===== src/rx_irq_pkg.sv =====
// shared constants and types for the receiver flag and pin mapping block
package rx_irq_pkg;
  typedef enum logic [1:0] {mode_sleep, mode_standby, mode_synth, mode_rx} op_mode_t;

  // register indices; byte address is four times the index
  localparam logic [7:0] IDX_SIGNAL_STRENGTH = 8'h24;
  localparam logic [7:0] IDX_AUX_SELECT_A    = 8'h25;
  localparam logic [7:0] IDX_AUX_SELECT_B    = 8'h26;
  localparam logic [7:0] IDX_EVENT_FLAGS     = 8'h27;
  localparam logic [7:0] IDX_LEVEL_THRESHOLD = 8'h29;
  localparam logic [7:0] IDX_RX_START_TO     = 8'h2A;
  localparam logic [7:0] IDX_POST_LEVEL_TO   = 8'h2B;
  localparam logic [7:0] IDX_IRQ_STATUS      = 8'h40;
  localparam logic [7:0] IDX_IRQ_MASK        = 8'h41;

  // flag bit positions
  localparam int BIT_MODE_SETTLED = 7;
  localparam int BIT_RX_READY     = 6;
  localparam int BIT_SYNTH_LOCK   = 4;
  localparam int BIT_LEVEL_OVER   = 3;
  localparam int BIT_RX_TIMEOUT   = 2;
  localparam int BIT_INTERMEDIATE = 1;
  localparam int BIT_PATTERN      = 0;
  localparam logic [7:0] FLAGS_USED_MASK = 8'hDF;

  // reset values
  localparam logic [7:0] RST_AUX_SELECT_A    = 8'h00;
  localparam logic [7:0] RST_AUX_SELECT_B    = 8'h07;
  localparam logic [7:0] RST_EVENT_FLAGS     = 8'h80;
  localparam logic [7:0] RST_SIGNAL_STRENGTH = 8'hFF;
  localparam logic [7:0] RST_LEVEL_THRESHOLD = 8'hE4;
  localparam logic [7:0] RST_TIMEOUT         = 8'h00;
  localparam logic [7:0] AUX_B_USED_MASK     = 8'hF7;

  // clock output codes
  localparam logic [2:0] CLK_CODE_DIV1 = 3'h0;
  localparam logic [2:0] CLK_CODE_MAXD = 3'h5;
  localparam logic [2:0] CLK_CODE_RC   = 3'h6;
  localparam logic [2:0] CLK_CODE_OFF  = 3'h7;

  // timeout unit: bit periods per count of a timeout setting
  localparam int TIMEOUT_BITS_PER_STEP = 16;
  localparam int TIMEOUT_SHIFT         = 4;
endpackage : rx_irq_pkg


===== src/rx_irq_flags.sv =====
// receiver event flags, interrupt, aux pin mapping and clock output
//
// Overview of operation
// - six two-bit aux pin selectors in two registers, all reset to 00
// - clock output divides reference by 1..32, 110 gives rc, 111 off
// - bit 7 set when mode ready, cleared on mode change, resets 1
// - bit 6 set in receive after level, gain, frequency done; clear off rx
// - bit 4 follows pll lock while in synth or receive mode
// - bit 3 set in rx when level over threshold; clear off rx or w1c
// - bit 2 set on either timeout; clear off rx or fifo emptied
// - bit 1 follows intermediate mode entry and exit
// - bit 0 set on sync match in rx; w1c only in continuous mode
// - strength register at 0x24 holds level as minus value over two
// - first timeout after setting*16 bits from rx entry without level event
// - second timeout after setting*16 bits from level event without payload
`timescale 1ns/1ps
module rx_irq_flags #(
  parameter int NUM_AUX  = 6,
  parameter int TO_CNT_W = 12
) (
  input  wire logic                  pclk,
  input  wire logic                  presetn,
  input  wire logic                  psel,
  input  wire logic                  penable,
  input  wire logic                  pwrite,
  input  wire logic [11:0]           paddr,
  input  wire logic [31:0]           pwdata,
  output logic      [31:0]           prdata,
  output logic                       pready,
  output logic                       pslverr,
  input  wire rx_irq_pkg::op_mode_t  op_mode,
  input  wire logic                  xo_running,
  input  wire logic                  pll_locked,
  input  wire logic                  rssi_sampling,
  input  wire logic                  rx_chain_done,
  input  wire logic                  rssi_valid,
  input  wire logic [7:0]            rssi_measured,
  input  wire logic                  intermediate_active,
  input  wire logic                  sync_match,
  input  wire logic                  payload_complete,
  input  wire logic                  fifo_empty,
  input  wire logic                  packet_mode,
  input  wire logic                  bit_tick,
  input  wire logic                  rc_osc_clk,
  input  wire logic [4*NUM_AUX-1:0]  cont_events,
  input  wire logic [4*NUM_AUX-1:0]  pkt_events,
  output logic      [NUM_AUX-1:0]    aux_pin,
  output logic                       clock_out,
  output logic                       rc_osc_en,
  output logic                       irq
);
  // refused at elaboration: the selector layout and the timeout compare are fixed
  if (NUM_AUX != 6) begin : g_bad_aux
    $error("NUM_AUX must be 6");
  end
  if (TO_CNT_W < 12) begin : g_bad_cnt
    $error("TO_CNT_W must be at least 12");
  end

  function automatic logic pick_event(input logic [3:0] ev, input logic [1:0] sel);
    pick_event = ev[sel];
  endfunction : pick_event

  // registers
  logic [7:0]          sel_a_r, sel_a_nxt;
  logic [7:0]          sel_b_r, sel_b_nxt;
  logic [7:0]          flags_r, flags_nxt;
  logic [7:0]          strength_r, strength_nxt;
  logic [7:0]          thresh_r, thresh_nxt;
  logic [7:0]          to1_set_r, to1_set_nxt;
  logic [7:0]          to2_set_r, to2_set_nxt;
  logic [7:0]          status_r, status_nxt;
  logic [7:0]          mask_r, mask_nxt;
  logic [31:0]         prdata_r, prdata_nxt;
  logic                pready_r, pready_nxt;
  logic                pslverr_r, pslverr_nxt;
  logic                irq_r, irq_nxt;
  rx_irq_pkg::op_mode_t mode_prev_r;
  logic                fifo_empty_prev_r;
  logic                to1_arm_r, to1_arm_nxt;
  logic                to2_arm_r, to2_arm_nxt;
  logic [TO_CNT_W-1:0] to1_cnt_r, to1_cnt_nxt;
  logic [TO_CNT_W-1:0] to2_cnt_r, to2_cnt_nxt;
  logic [4:0]          div_cnt_r, div_cnt_nxt;
  logic                div_clk_r, div_clk_nxt;
  logic                rc_en_r, rc_en_nxt;
  logic [NUM_AUX-1:0]  aux_r, aux_nxt;

  // decode helpers
  logic                access, wr_en, rd_en, mapped;
  logic [7:0]          idx;
  logic [7:0]          rd_val;
  logic                in_rx, mode_changed, rx_entry, rx_leave, fifo_emptied;
  logic                mode_ready, level_over, level_event;
  logic                to1_fire, to2_fire;
  logic [15:0]         sel_all;

  assign idx      = paddr[9:2];
  assign access   = psel & penable & pready_r;
  assign wr_en    = access & pwrite;
  assign rd_en    = access & ~pwrite;
  assign in_rx    = (op_mode == rx_irq_pkg::mode_rx);
  assign mode_changed = (op_mode != mode_prev_r);
  assign rx_entry = in_rx & (mode_prev_r != rx_irq_pkg::mode_rx);
  assign rx_leave = ~in_rx;
  assign fifo_emptied = fifo_empty & ~fifo_empty_prev_r;
  assign level_over   = rssi_valid & (rssi_measured > thresh_r);
  assign level_event  = in_rx & level_over & ~flags_r[rx_irq_pkg::BIT_LEVEL_OVER];
  assign sel_all  = {sel_a_r, sel_b_r};

  always_comb begin
    case (op_mode)
      rx_irq_pkg::mode_sleep:   mode_ready = 1'b1;
      rx_irq_pkg::mode_standby: mode_ready = xo_running;
      rx_irq_pkg::mode_synth:   mode_ready = pll_locked;
      rx_irq_pkg::mode_rx:      mode_ready = rssi_sampling;
      default:                  mode_ready = 1'b0;
    endcase
  end

  always_comb begin
    mapped = 1'b1;
    rd_val = 8'h00;
    case (idx)
      rx_irq_pkg::IDX_SIGNAL_STRENGTH: rd_val = strength_r;
      rx_irq_pkg::IDX_AUX_SELECT_A:    rd_val = sel_a_r;
      rx_irq_pkg::IDX_AUX_SELECT_B:    rd_val = sel_b_r & rx_irq_pkg::AUX_B_USED_MASK;
      rx_irq_pkg::IDX_EVENT_FLAGS:     rd_val = flags_r & rx_irq_pkg::FLAGS_USED_MASK;
      rx_irq_pkg::IDX_LEVEL_THRESHOLD: rd_val = thresh_r;
      rx_irq_pkg::IDX_RX_START_TO:     rd_val = to1_set_r;
      rx_irq_pkg::IDX_POST_LEVEL_TO:   rd_val = to2_set_r;
      rx_irq_pkg::IDX_IRQ_STATUS:      rd_val = status_r;
      rx_irq_pkg::IDX_IRQ_MASK:        rd_val = mask_r;
      default:                         mapped = 1'b0;
    endcase
  end

  // timeouts count bit ticks; compare against setting*16
  always_comb begin
    to1_arm_nxt = to1_arm_r;
    to1_cnt_nxt = to1_cnt_r;
    to2_arm_nxt = to2_arm_r;
    to2_cnt_nxt = to2_cnt_r;
    to1_fire    = 1'b0;
    to2_fire    = 1'b0;
    if (rx_entry) begin
      to1_arm_nxt = (to1_set_r != rx_irq_pkg::RST_TIMEOUT);
      to1_cnt_nxt = '0;
      to2_arm_nxt = 1'b0;
    end else if (rx_leave || level_event) begin
      to1_arm_nxt = 1'b0;
    end else if (to1_arm_r && bit_tick) begin
      to1_cnt_nxt = to1_cnt_r + TO_CNT_W'(1);
      if (to1_cnt_nxt == TO_CNT_W'({to1_set_r, 4'h0})) begin
        to1_fire    = 1'b1;
        to1_arm_nxt = 1'b0;
      end
    end
    if (rx_leave || payload_complete) begin
      to2_arm_nxt = 1'b0;
    end else if (level_event) begin
      to2_arm_nxt = (to2_set_r != rx_irq_pkg::RST_TIMEOUT);
      to2_cnt_nxt = '0;
    end else if (to2_arm_r && bit_tick) begin
      to2_cnt_nxt = to2_cnt_r + TO_CNT_W'(1);
      if (to2_cnt_nxt == TO_CNT_W'({to2_set_r, 4'h0})) begin
        to2_fire    = 1'b1;
        to2_arm_nxt = 1'b0;
      end
    end
  end

  // register file, flags and interrupt
  always_comb begin
    sel_a_nxt    = sel_a_r;
    sel_b_nxt    = sel_b_r;
    thresh_nxt   = thresh_r;
    to1_set_nxt  = to1_set_r;
    to2_set_nxt  = to2_set_r;
    mask_nxt     = mask_r;
    strength_nxt = rssi_valid ? rssi_measured : strength_r;
    flags_nxt    = flags_r;
    if (wr_en) begin
      case (idx)
        rx_irq_pkg::IDX_AUX_SELECT_A:    sel_a_nxt = pwdata[7:0];
        rx_irq_pkg::IDX_AUX_SELECT_B:    sel_b_nxt = pwdata[7:0] & rx_irq_pkg::AUX_B_USED_MASK;
        rx_irq_pkg::IDX_LEVEL_THRESHOLD: thresh_nxt = pwdata[7:0];
        rx_irq_pkg::IDX_RX_START_TO:     to1_set_nxt = pwdata[7:0];
        rx_irq_pkg::IDX_POST_LEVEL_TO:   to2_set_nxt = pwdata[7:0];
        rx_irq_pkg::IDX_IRQ_MASK:        mask_nxt = pwdata[7:0];
        default:                         mask_nxt = mask_r;
      endcase
    end
    // bits 3, 2, 0: clears first, sets after so a coincident event wins; for bit 7 a mode change wins
    if (mode_changed) flags_nxt[rx_irq_pkg::BIT_MODE_SETTLED] = 1'b0;
    else if (mode_ready) flags_nxt[rx_irq_pkg::BIT_MODE_SETTLED] = 1'b1;
    flags_nxt[rx_irq_pkg::BIT_RX_READY] = in_rx &
      (flags_r[rx_irq_pkg::BIT_RX_READY] | rx_chain_done);
    flags_nxt[rx_irq_pkg::BIT_SYNTH_LOCK] = pll_locked &
      (in_rx | (op_mode == rx_irq_pkg::mode_synth));
    if (rx_leave) flags_nxt[rx_irq_pkg::BIT_LEVEL_OVER] = 1'b0;
    else if (wr_en && idx == rx_irq_pkg::IDX_EVENT_FLAGS && pwdata[rx_irq_pkg::BIT_LEVEL_OVER])
      flags_nxt[rx_irq_pkg::BIT_LEVEL_OVER] = 1'b0;
    if (in_rx && level_over) flags_nxt[rx_irq_pkg::BIT_LEVEL_OVER] = 1'b1;
    if (rx_leave || fifo_emptied) flags_nxt[rx_irq_pkg::BIT_RX_TIMEOUT] = 1'b0;
    if (to1_fire || to2_fire) flags_nxt[rx_irq_pkg::BIT_RX_TIMEOUT] = 1'b1;
    // intermediate flag mirrors its source; sleep lag comes from the source side
    flags_nxt[rx_irq_pkg::BIT_INTERMEDIATE] = intermediate_active;
    if (rx_leave || fifo_emptied) flags_nxt[rx_irq_pkg::BIT_PATTERN] = 1'b0;
    else if (wr_en && idx == rx_irq_pkg::IDX_EVENT_FLAGS && !packet_mode &&
             pwdata[rx_irq_pkg::BIT_PATTERN])
      flags_nxt[rx_irq_pkg::BIT_PATTERN] = 1'b0;
    if (in_rx && sync_match) flags_nxt[rx_irq_pkg::BIT_PATTERN] = 1'b1;
    flags_nxt = flags_nxt & rx_irq_pkg::FLAGS_USED_MASK;
    // sticky status: rising flag edges; read clears, set wins
    status_nxt = status_r;
    if (rd_en && idx == rx_irq_pkg::IDX_IRQ_STATUS) status_nxt = 8'h00;
    status_nxt = status_nxt | (flags_nxt & ~flags_r);
    irq_nxt     = |(status_nxt & mask_nxt);
    prdata_nxt  = prdata_r;
    pready_nxt  = 1'b0;
    pslverr_nxt = 1'b0;
    if (psel && !penable) begin
      prdata_nxt  = {24'h00_0000, rd_val};
      pready_nxt  = 1'b1;
      pslverr_nxt = ~mapped;
    end
  end

  // clock output and aux pins
  always_comb begin
    div_cnt_nxt = div_cnt_r + 5'h01;
    div_clk_nxt = 1'b0;
    rc_en_nxt   = (sel_b_r[2:0] == rx_irq_pkg::CLK_CODE_RC);
    if (sel_b_r[2:0] != rx_irq_pkg::CLK_CODE_DIV1 && sel_b_r[2:0] <= rx_irq_pkg::CLK_CODE_MAXD)
      div_clk_nxt = div_cnt_nxt[sel_b_r[2:0] - 3'h1];
  end

  for (genvar g = 0; g < NUM_AUX; g++) begin : g_aux
    always_comb begin
      aux_nxt[g] = packet_mode ?
        pick_event(pkt_events[4*g +: 4], sel_all[15-2*g -: 2]) :
        pick_event(cont_events[4*g +: 4], sel_all[15-2*g -: 2]);
    end
  end

  always_ff @(posedge pclk or negedge presetn) begin
    if (!presetn) begin
      sel_a_r           <= rx_irq_pkg::RST_AUX_SELECT_A;
      sel_b_r           <= rx_irq_pkg::RST_AUX_SELECT_B;
      flags_r           <= rx_irq_pkg::RST_EVENT_FLAGS;
      strength_r        <= rx_irq_pkg::RST_SIGNAL_STRENGTH;
      thresh_r          <= rx_irq_pkg::RST_LEVEL_THRESHOLD;
      to1_set_r         <= rx_irq_pkg::RST_TIMEOUT;
      to2_set_r         <= rx_irq_pkg::RST_TIMEOUT;
      status_r          <= 8'h00;
      mask_r            <= 8'h00;
      prdata_r          <= 32'h0000_0000;
      pready_r          <= 1'b0;
      pslverr_r         <= 1'b0;
      irq_r             <= 1'b0;
      mode_prev_r       <= rx_irq_pkg::mode_sleep;
      fifo_empty_prev_r <= 1'b1;
      to1_arm_r         <= 1'b0;
      to2_arm_r         <= 1'b0;
      to1_cnt_r         <= '0;
      to2_cnt_r         <= '0;
      div_cnt_r         <= 5'h00;
      div_clk_r         <= 1'b0;
      rc_en_r           <= 1'b0;
      aux_r             <= '0;
    end else begin
      sel_a_r           <= sel_a_nxt;
      sel_b_r           <= sel_b_nxt;
      flags_r           <= flags_nxt;
      strength_r        <= strength_nxt;
      thresh_r          <= thresh_nxt;
      to1_set_r         <= to1_set_nxt;
      to2_set_r         <= to2_set_nxt;
      status_r          <= status_nxt;
      mask_r            <= mask_nxt;
      prdata_r          <= prdata_nxt;
      pready_r          <= pready_nxt;
      pslverr_r         <= pslverr_nxt;
      irq_r             <= irq_nxt;
      mode_prev_r       <= op_mode;
      fifo_empty_prev_r <= fifo_empty;
      to1_arm_r         <= to1_arm_nxt;
      to2_arm_r         <= to2_arm_nxt;
      to1_cnt_r         <= to1_cnt_nxt;
      to2_cnt_r         <= to2_cnt_nxt;
      div_cnt_r         <= div_cnt_nxt;
      div_clk_r         <= div_clk_nxt;
      rc_en_r           <= rc_en_nxt;
      aux_r             <= aux_nxt;
    end
  end

  assign prdata    = prdata_r;
  assign pready    = pready_r;
  assign pslverr   = pslverr_r;
  assign irq       = irq_r;
  assign aux_pin   = aux_r;
  assign rc_osc_en = rc_en_r;
  // divide-by-one and rc cannot come from a pclk flop; passed through as a mux
  always_comb begin
    case (sel_b_r[2:0])
      rx_irq_pkg::CLK_CODE_DIV1: clock_out = pclk;
      rx_irq_pkg::CLK_CODE_RC:   clock_out = rc_osc_clk & rc_en_r;
      rx_irq_pkg::CLK_CODE_OFF:  clock_out = 1'b0;
      default:                   clock_out = div_clk_r;
    endcase
  end
endmodule : rx_irq_flags


===== config.mk =====
export PLATFORM = sky130hd
export DESIGN_NAME = rx_irq_flags
export DESIGN_NICKNAME = d
export VERILOG_FILES = /design/src/rx_irq_pkg.sv /design/src/rx_irq_flags.sv
export SDC_FILE = /design/constraint.sdc
export NUM_CORES = 1
export LEC_CHECK = 0
export BUFFER_PORTS_ARGS = -buffer_cell sky130_fd_sc_hd__buf_2
export CAP_MARGIN = 20
export CELL_PAD_IN_SITES_DETAIL_PLACEMENT = 2
export CELL_PAD_IN_SITES_GLOBAL_PLACEMENT = 2
export CORE_MARGIN = 2
export CORE_UTILIZATION = 35
export DETAILED_ROUTE_END_ITERATION = 6
export HOLD_SLACK_MARGIN = 0.15
export MAX_ROUTING_LAYER = met4
export PLACE_DENSITY = 0.78
export SYNTH_ARGS = -nofsm -noshare
export SYNTH_HDL_FRONTEND = slang
export SYNTH_SLANG_ARGS = --single-unit

===== constraint.sdc =====
create_clock -name pclk -period 3.48 [get_ports pclk]
set_input_delay 0 -clock pclk [delete_from_list [all_inputs] [get_ports pclk]]
set_output_delay 0 -clock pclk [all_outputs]
set_load 0.01 [all_outputs]

# Word-level counts from Yosys, hierarchy flattened
# Cells that the tools add are included.
# word_totals
register_bits	123
input_bits	119
out_inout_bits	43
wordCells	189
# classes
n_addsub	4
n_lt_le_gt_ge	9
n_eq_ne	19
n_mux	74
n_bitwise	24
n_reduce_logical	36
# ops
op	n
$pmux 8 s9	1
$mux 12	5
$eq 8x6->1 const B	7
$mux 1	50
$add 12x1->12 const B	2
$bmux 1 s2	12
$eq 12x12->1	2
$mux 8	3
$lt 2x3->1 const B	6
$and 8x8->8	2
$eq 8x7->1 const B	2
$reduce_and 2->1	8
$reduce_bool 8->1	2
$and 1x1->1	12
$logic_and 1x1->1	11
$reduce_bool 3->1	3
$reduce_or 9->1	1
$gt 8x8->1	1
$not 8->8	1
$or 8x8->8	1
$reduce_or 8->1	1
$eq 3x3->1 const B	2
$not 1->1	6
$add 5x1->5 const B	1
other kinds (16)	24

# Depth between registers and ports, before layout
# depth
word_depth	13
mapped_depth	10
ltp_nobuf	9

==> metrics.txt <==
status=finished, final reports clean; minimum clock period=about 3400 ps; share of cells above drive strength 1=0.299; DR iter-0 viols=521; Final #Nets=roughly 1000; leading cell type in the layout, fill and taps excluded=buf_2; Setup WS pre-CTS=around 390 ps; post-synthesis mux area share=0.152; fmax=0.296 GHz; vias in the first global route=between 7000 and 8000; CP max FO=3; pin count of the biggest net entering global routing=just under 70; HPWL after DPL=approximately 18 mm; crit end category=register; gpl congestion=0.906; main combinational cell family by area after synthesis=multiplexers; Cell Area, Placed=~0.0080 mm2; simple-gate portion of the synthesized area=0.151; Die Wd=149 um; biggest regs=to1_cnt_r (12), to2_cnt_r (12); worst-margin pin slew=1070 ps; most frequent cells in the layout=108 x buf_2, 106 x dfrtp_1, 64 x dlygate4sd3_1, 57 x nand2_1, 53 x mux2_2; vias=~6700; Rel. slew slack=0.282; complex-gate fraction of the synthesized area=0.143; worst r2r src=thresh_r[7]$_DFFE_PN1P_; unrepaired setup endpoints after global routing=no; Pins Over Slew Limit=0; Core Area=roughly 0.020 mm2; Crit path buffers/inverters=1; initial antenna violation count=2; CP startpoint=thresh_r[7]$_DFFE_PN1P_; Die H=between 100 and 150 um; routed wire length=31.8 mm; EDFF count, synth=0; Worst path slowest cell=dfstp_2; PD cells=409 mW/mm2; PortBufs=109; xor/xnor share of the synthesized area=0.0370; yosys warns=0; async set or reset register ratio after synthesis=1.00; CTS tree=yes; area growth from synthesis to layout=26.6%; Hold Path Class=primary input to async pin; crit path cell chain=inv_1, ha_1, nand4_1, or4b_1, a21oi_1, nor2_1, a211oi_1, o21ai_0, a22o_1; synthesized-area fraction occupied by adder cells=0.0307; number of top-level pins=162; Worst setup SP type=register; CP peak stage delay=570 ps; Global Route Usage Sum=0.306; Fin Clk Skew=between 15 and 20 ps; Syn Area/Cell=between 10 and 15 um2; Remaining Overflow, GRT=0; Crit path max-delay family=compound AO/OA/AOI/OAI gates; DRT antenna net count=0; Cells after Synth=between 600 and 700; Via-to-Cell Ratio=approximately 5.9; Max VDD drop=roughly 0.28 mV; fraction of the yosys area taken by sequential cells=0.423; setup_tns=0 ps; CP required=just under 4000 ps; Top FF cell, synth=dfrtp_1; Synth Register Bits=around 120; Starting Density=0.359; setup violators final=0; fill count=around 2100; Leak Pwr=between 0.004 and 0.005 uW; post-synthesis cell type count=79; drt drc=0; Data arrival, critical path=between 3000 and 4000 ps; Crit Path Class=register to register; first-pass GRT wire length=roughly 48 mm; row count=52; clk_lat worst skew=roughly 560 ps; design area=approximately 0.0093 mm2; Wirelength per Cell=27.8 um; final hold vios=0; DR pass1 iterations=6; Setup WS post-layout=104 ps; Final period util=0.970; Worst-path clk slew=approximately 70 ps; synthesized cell area=around 0.0073 mm2; die area=between 0.02 and 0.025 mm2; Max Cap Viol=0
area by class of cell:
class | instances | area [um2] | share of cell area
diodes | 2 | 5.00 | 0.000539
clock buffers | 22 | 519 | 0.0559
clock inverters | 14 | 100 | 0.0108
inverters | 31 | 116 | 0.0125
multi-input cells | 507 | 3870 | 0.417
flip-flops and latches | 123 | 3100 | 0.334
well taps | 270 | 338 | 0.0364
repair buffers | 177 | 1230 | 0.133
where the power goes:
part | internal, uW | leakage (uW) | switching [uW]
sequential | 1470 | 0.00159 | 35.2
combinational | 168 | 0.00231 | 207
clock | 1090 | 0.000308 | 824
total | 2730 | 0.00421 | 1070
metrics by stage:
stage,power [uW],hold WS (ps),std cells,util
floorplan,1690,-296,714,-
global placement,1820,118,1045,0.392
detailed placement,1840,119,1045,0.392
CTS,3720,165,1144,0.454
global route,3910,196,1146,0.455
finish,3800,108,1146,0.455
cell usage after synthesis, types with 17 or more instances:
cell     number  area share
dfrtp_1     106        0.36
nand2_1      57       0.029
mux2_2       53       0.081
o21ai_0      44       0.030
inv_1        31       0.016
a21oi_1      30       0.020
buf_4        25       0.026
nor2_1       22       0.011
ha_1         18       0.031
dfstp_2      17       0.061
nand3_1      17       0.012
timing repair:
action	4_1_cts	5_1_grt
resized for setup	0	2
setup buffers	0	0
endpoints found under the setup margin	0	9
hold buffers	64	0
endpoints found under the hold margin	167	0
routing by layer:
layer  vias up  track usage  part of all wire
li1       2853            -                 -
met5         -            -                 0
met4         0        0.163             0.048
met1      3482        0.337              0.38
met2       308        0.522              0.52
met3       106       0.0645             0.055
path summary, 6_finish.rpt:
check,end,slack [ps],depth (start not counted)
hold reg to reg,prdata[0]$_DFFE_PN0P_,490,1
setup / recovery,to2_cnt_r[8]$_DFFE_PN0P_,100,9
min in group pclk,pready$_DFF_PN0_,190,3
max in group asynchronous,fifo_empty_prev_r$_DFF_PN1_,2440,3
hold / removal,div_cnt_r[4]$_DFF_PN0_,110,2
setup reg to reg,to2_cnt_r[8]$_DFFE_PN0P_,100,9
kinds of logic after synthesis:
family,count (synthesis)
adders and majority gates,18
muxes,81
other,1
DFF,123
AOI/OAI and AO/OA,161
xor gates and xnor gates,31
buffers and inverters,84
and+or+nand+nor,192
worst reg2reg max path: stages (launching register included):
cell	delay, ps
dfstp_2	570
inv_1	50
ha_1	340
nand4_1	190
or4b_1	510
a21oi_1	450
nor2_1	210
a211oi_1	460
o21ai_0	200
a22o_1	270
(Power assumes the default switching activity.)
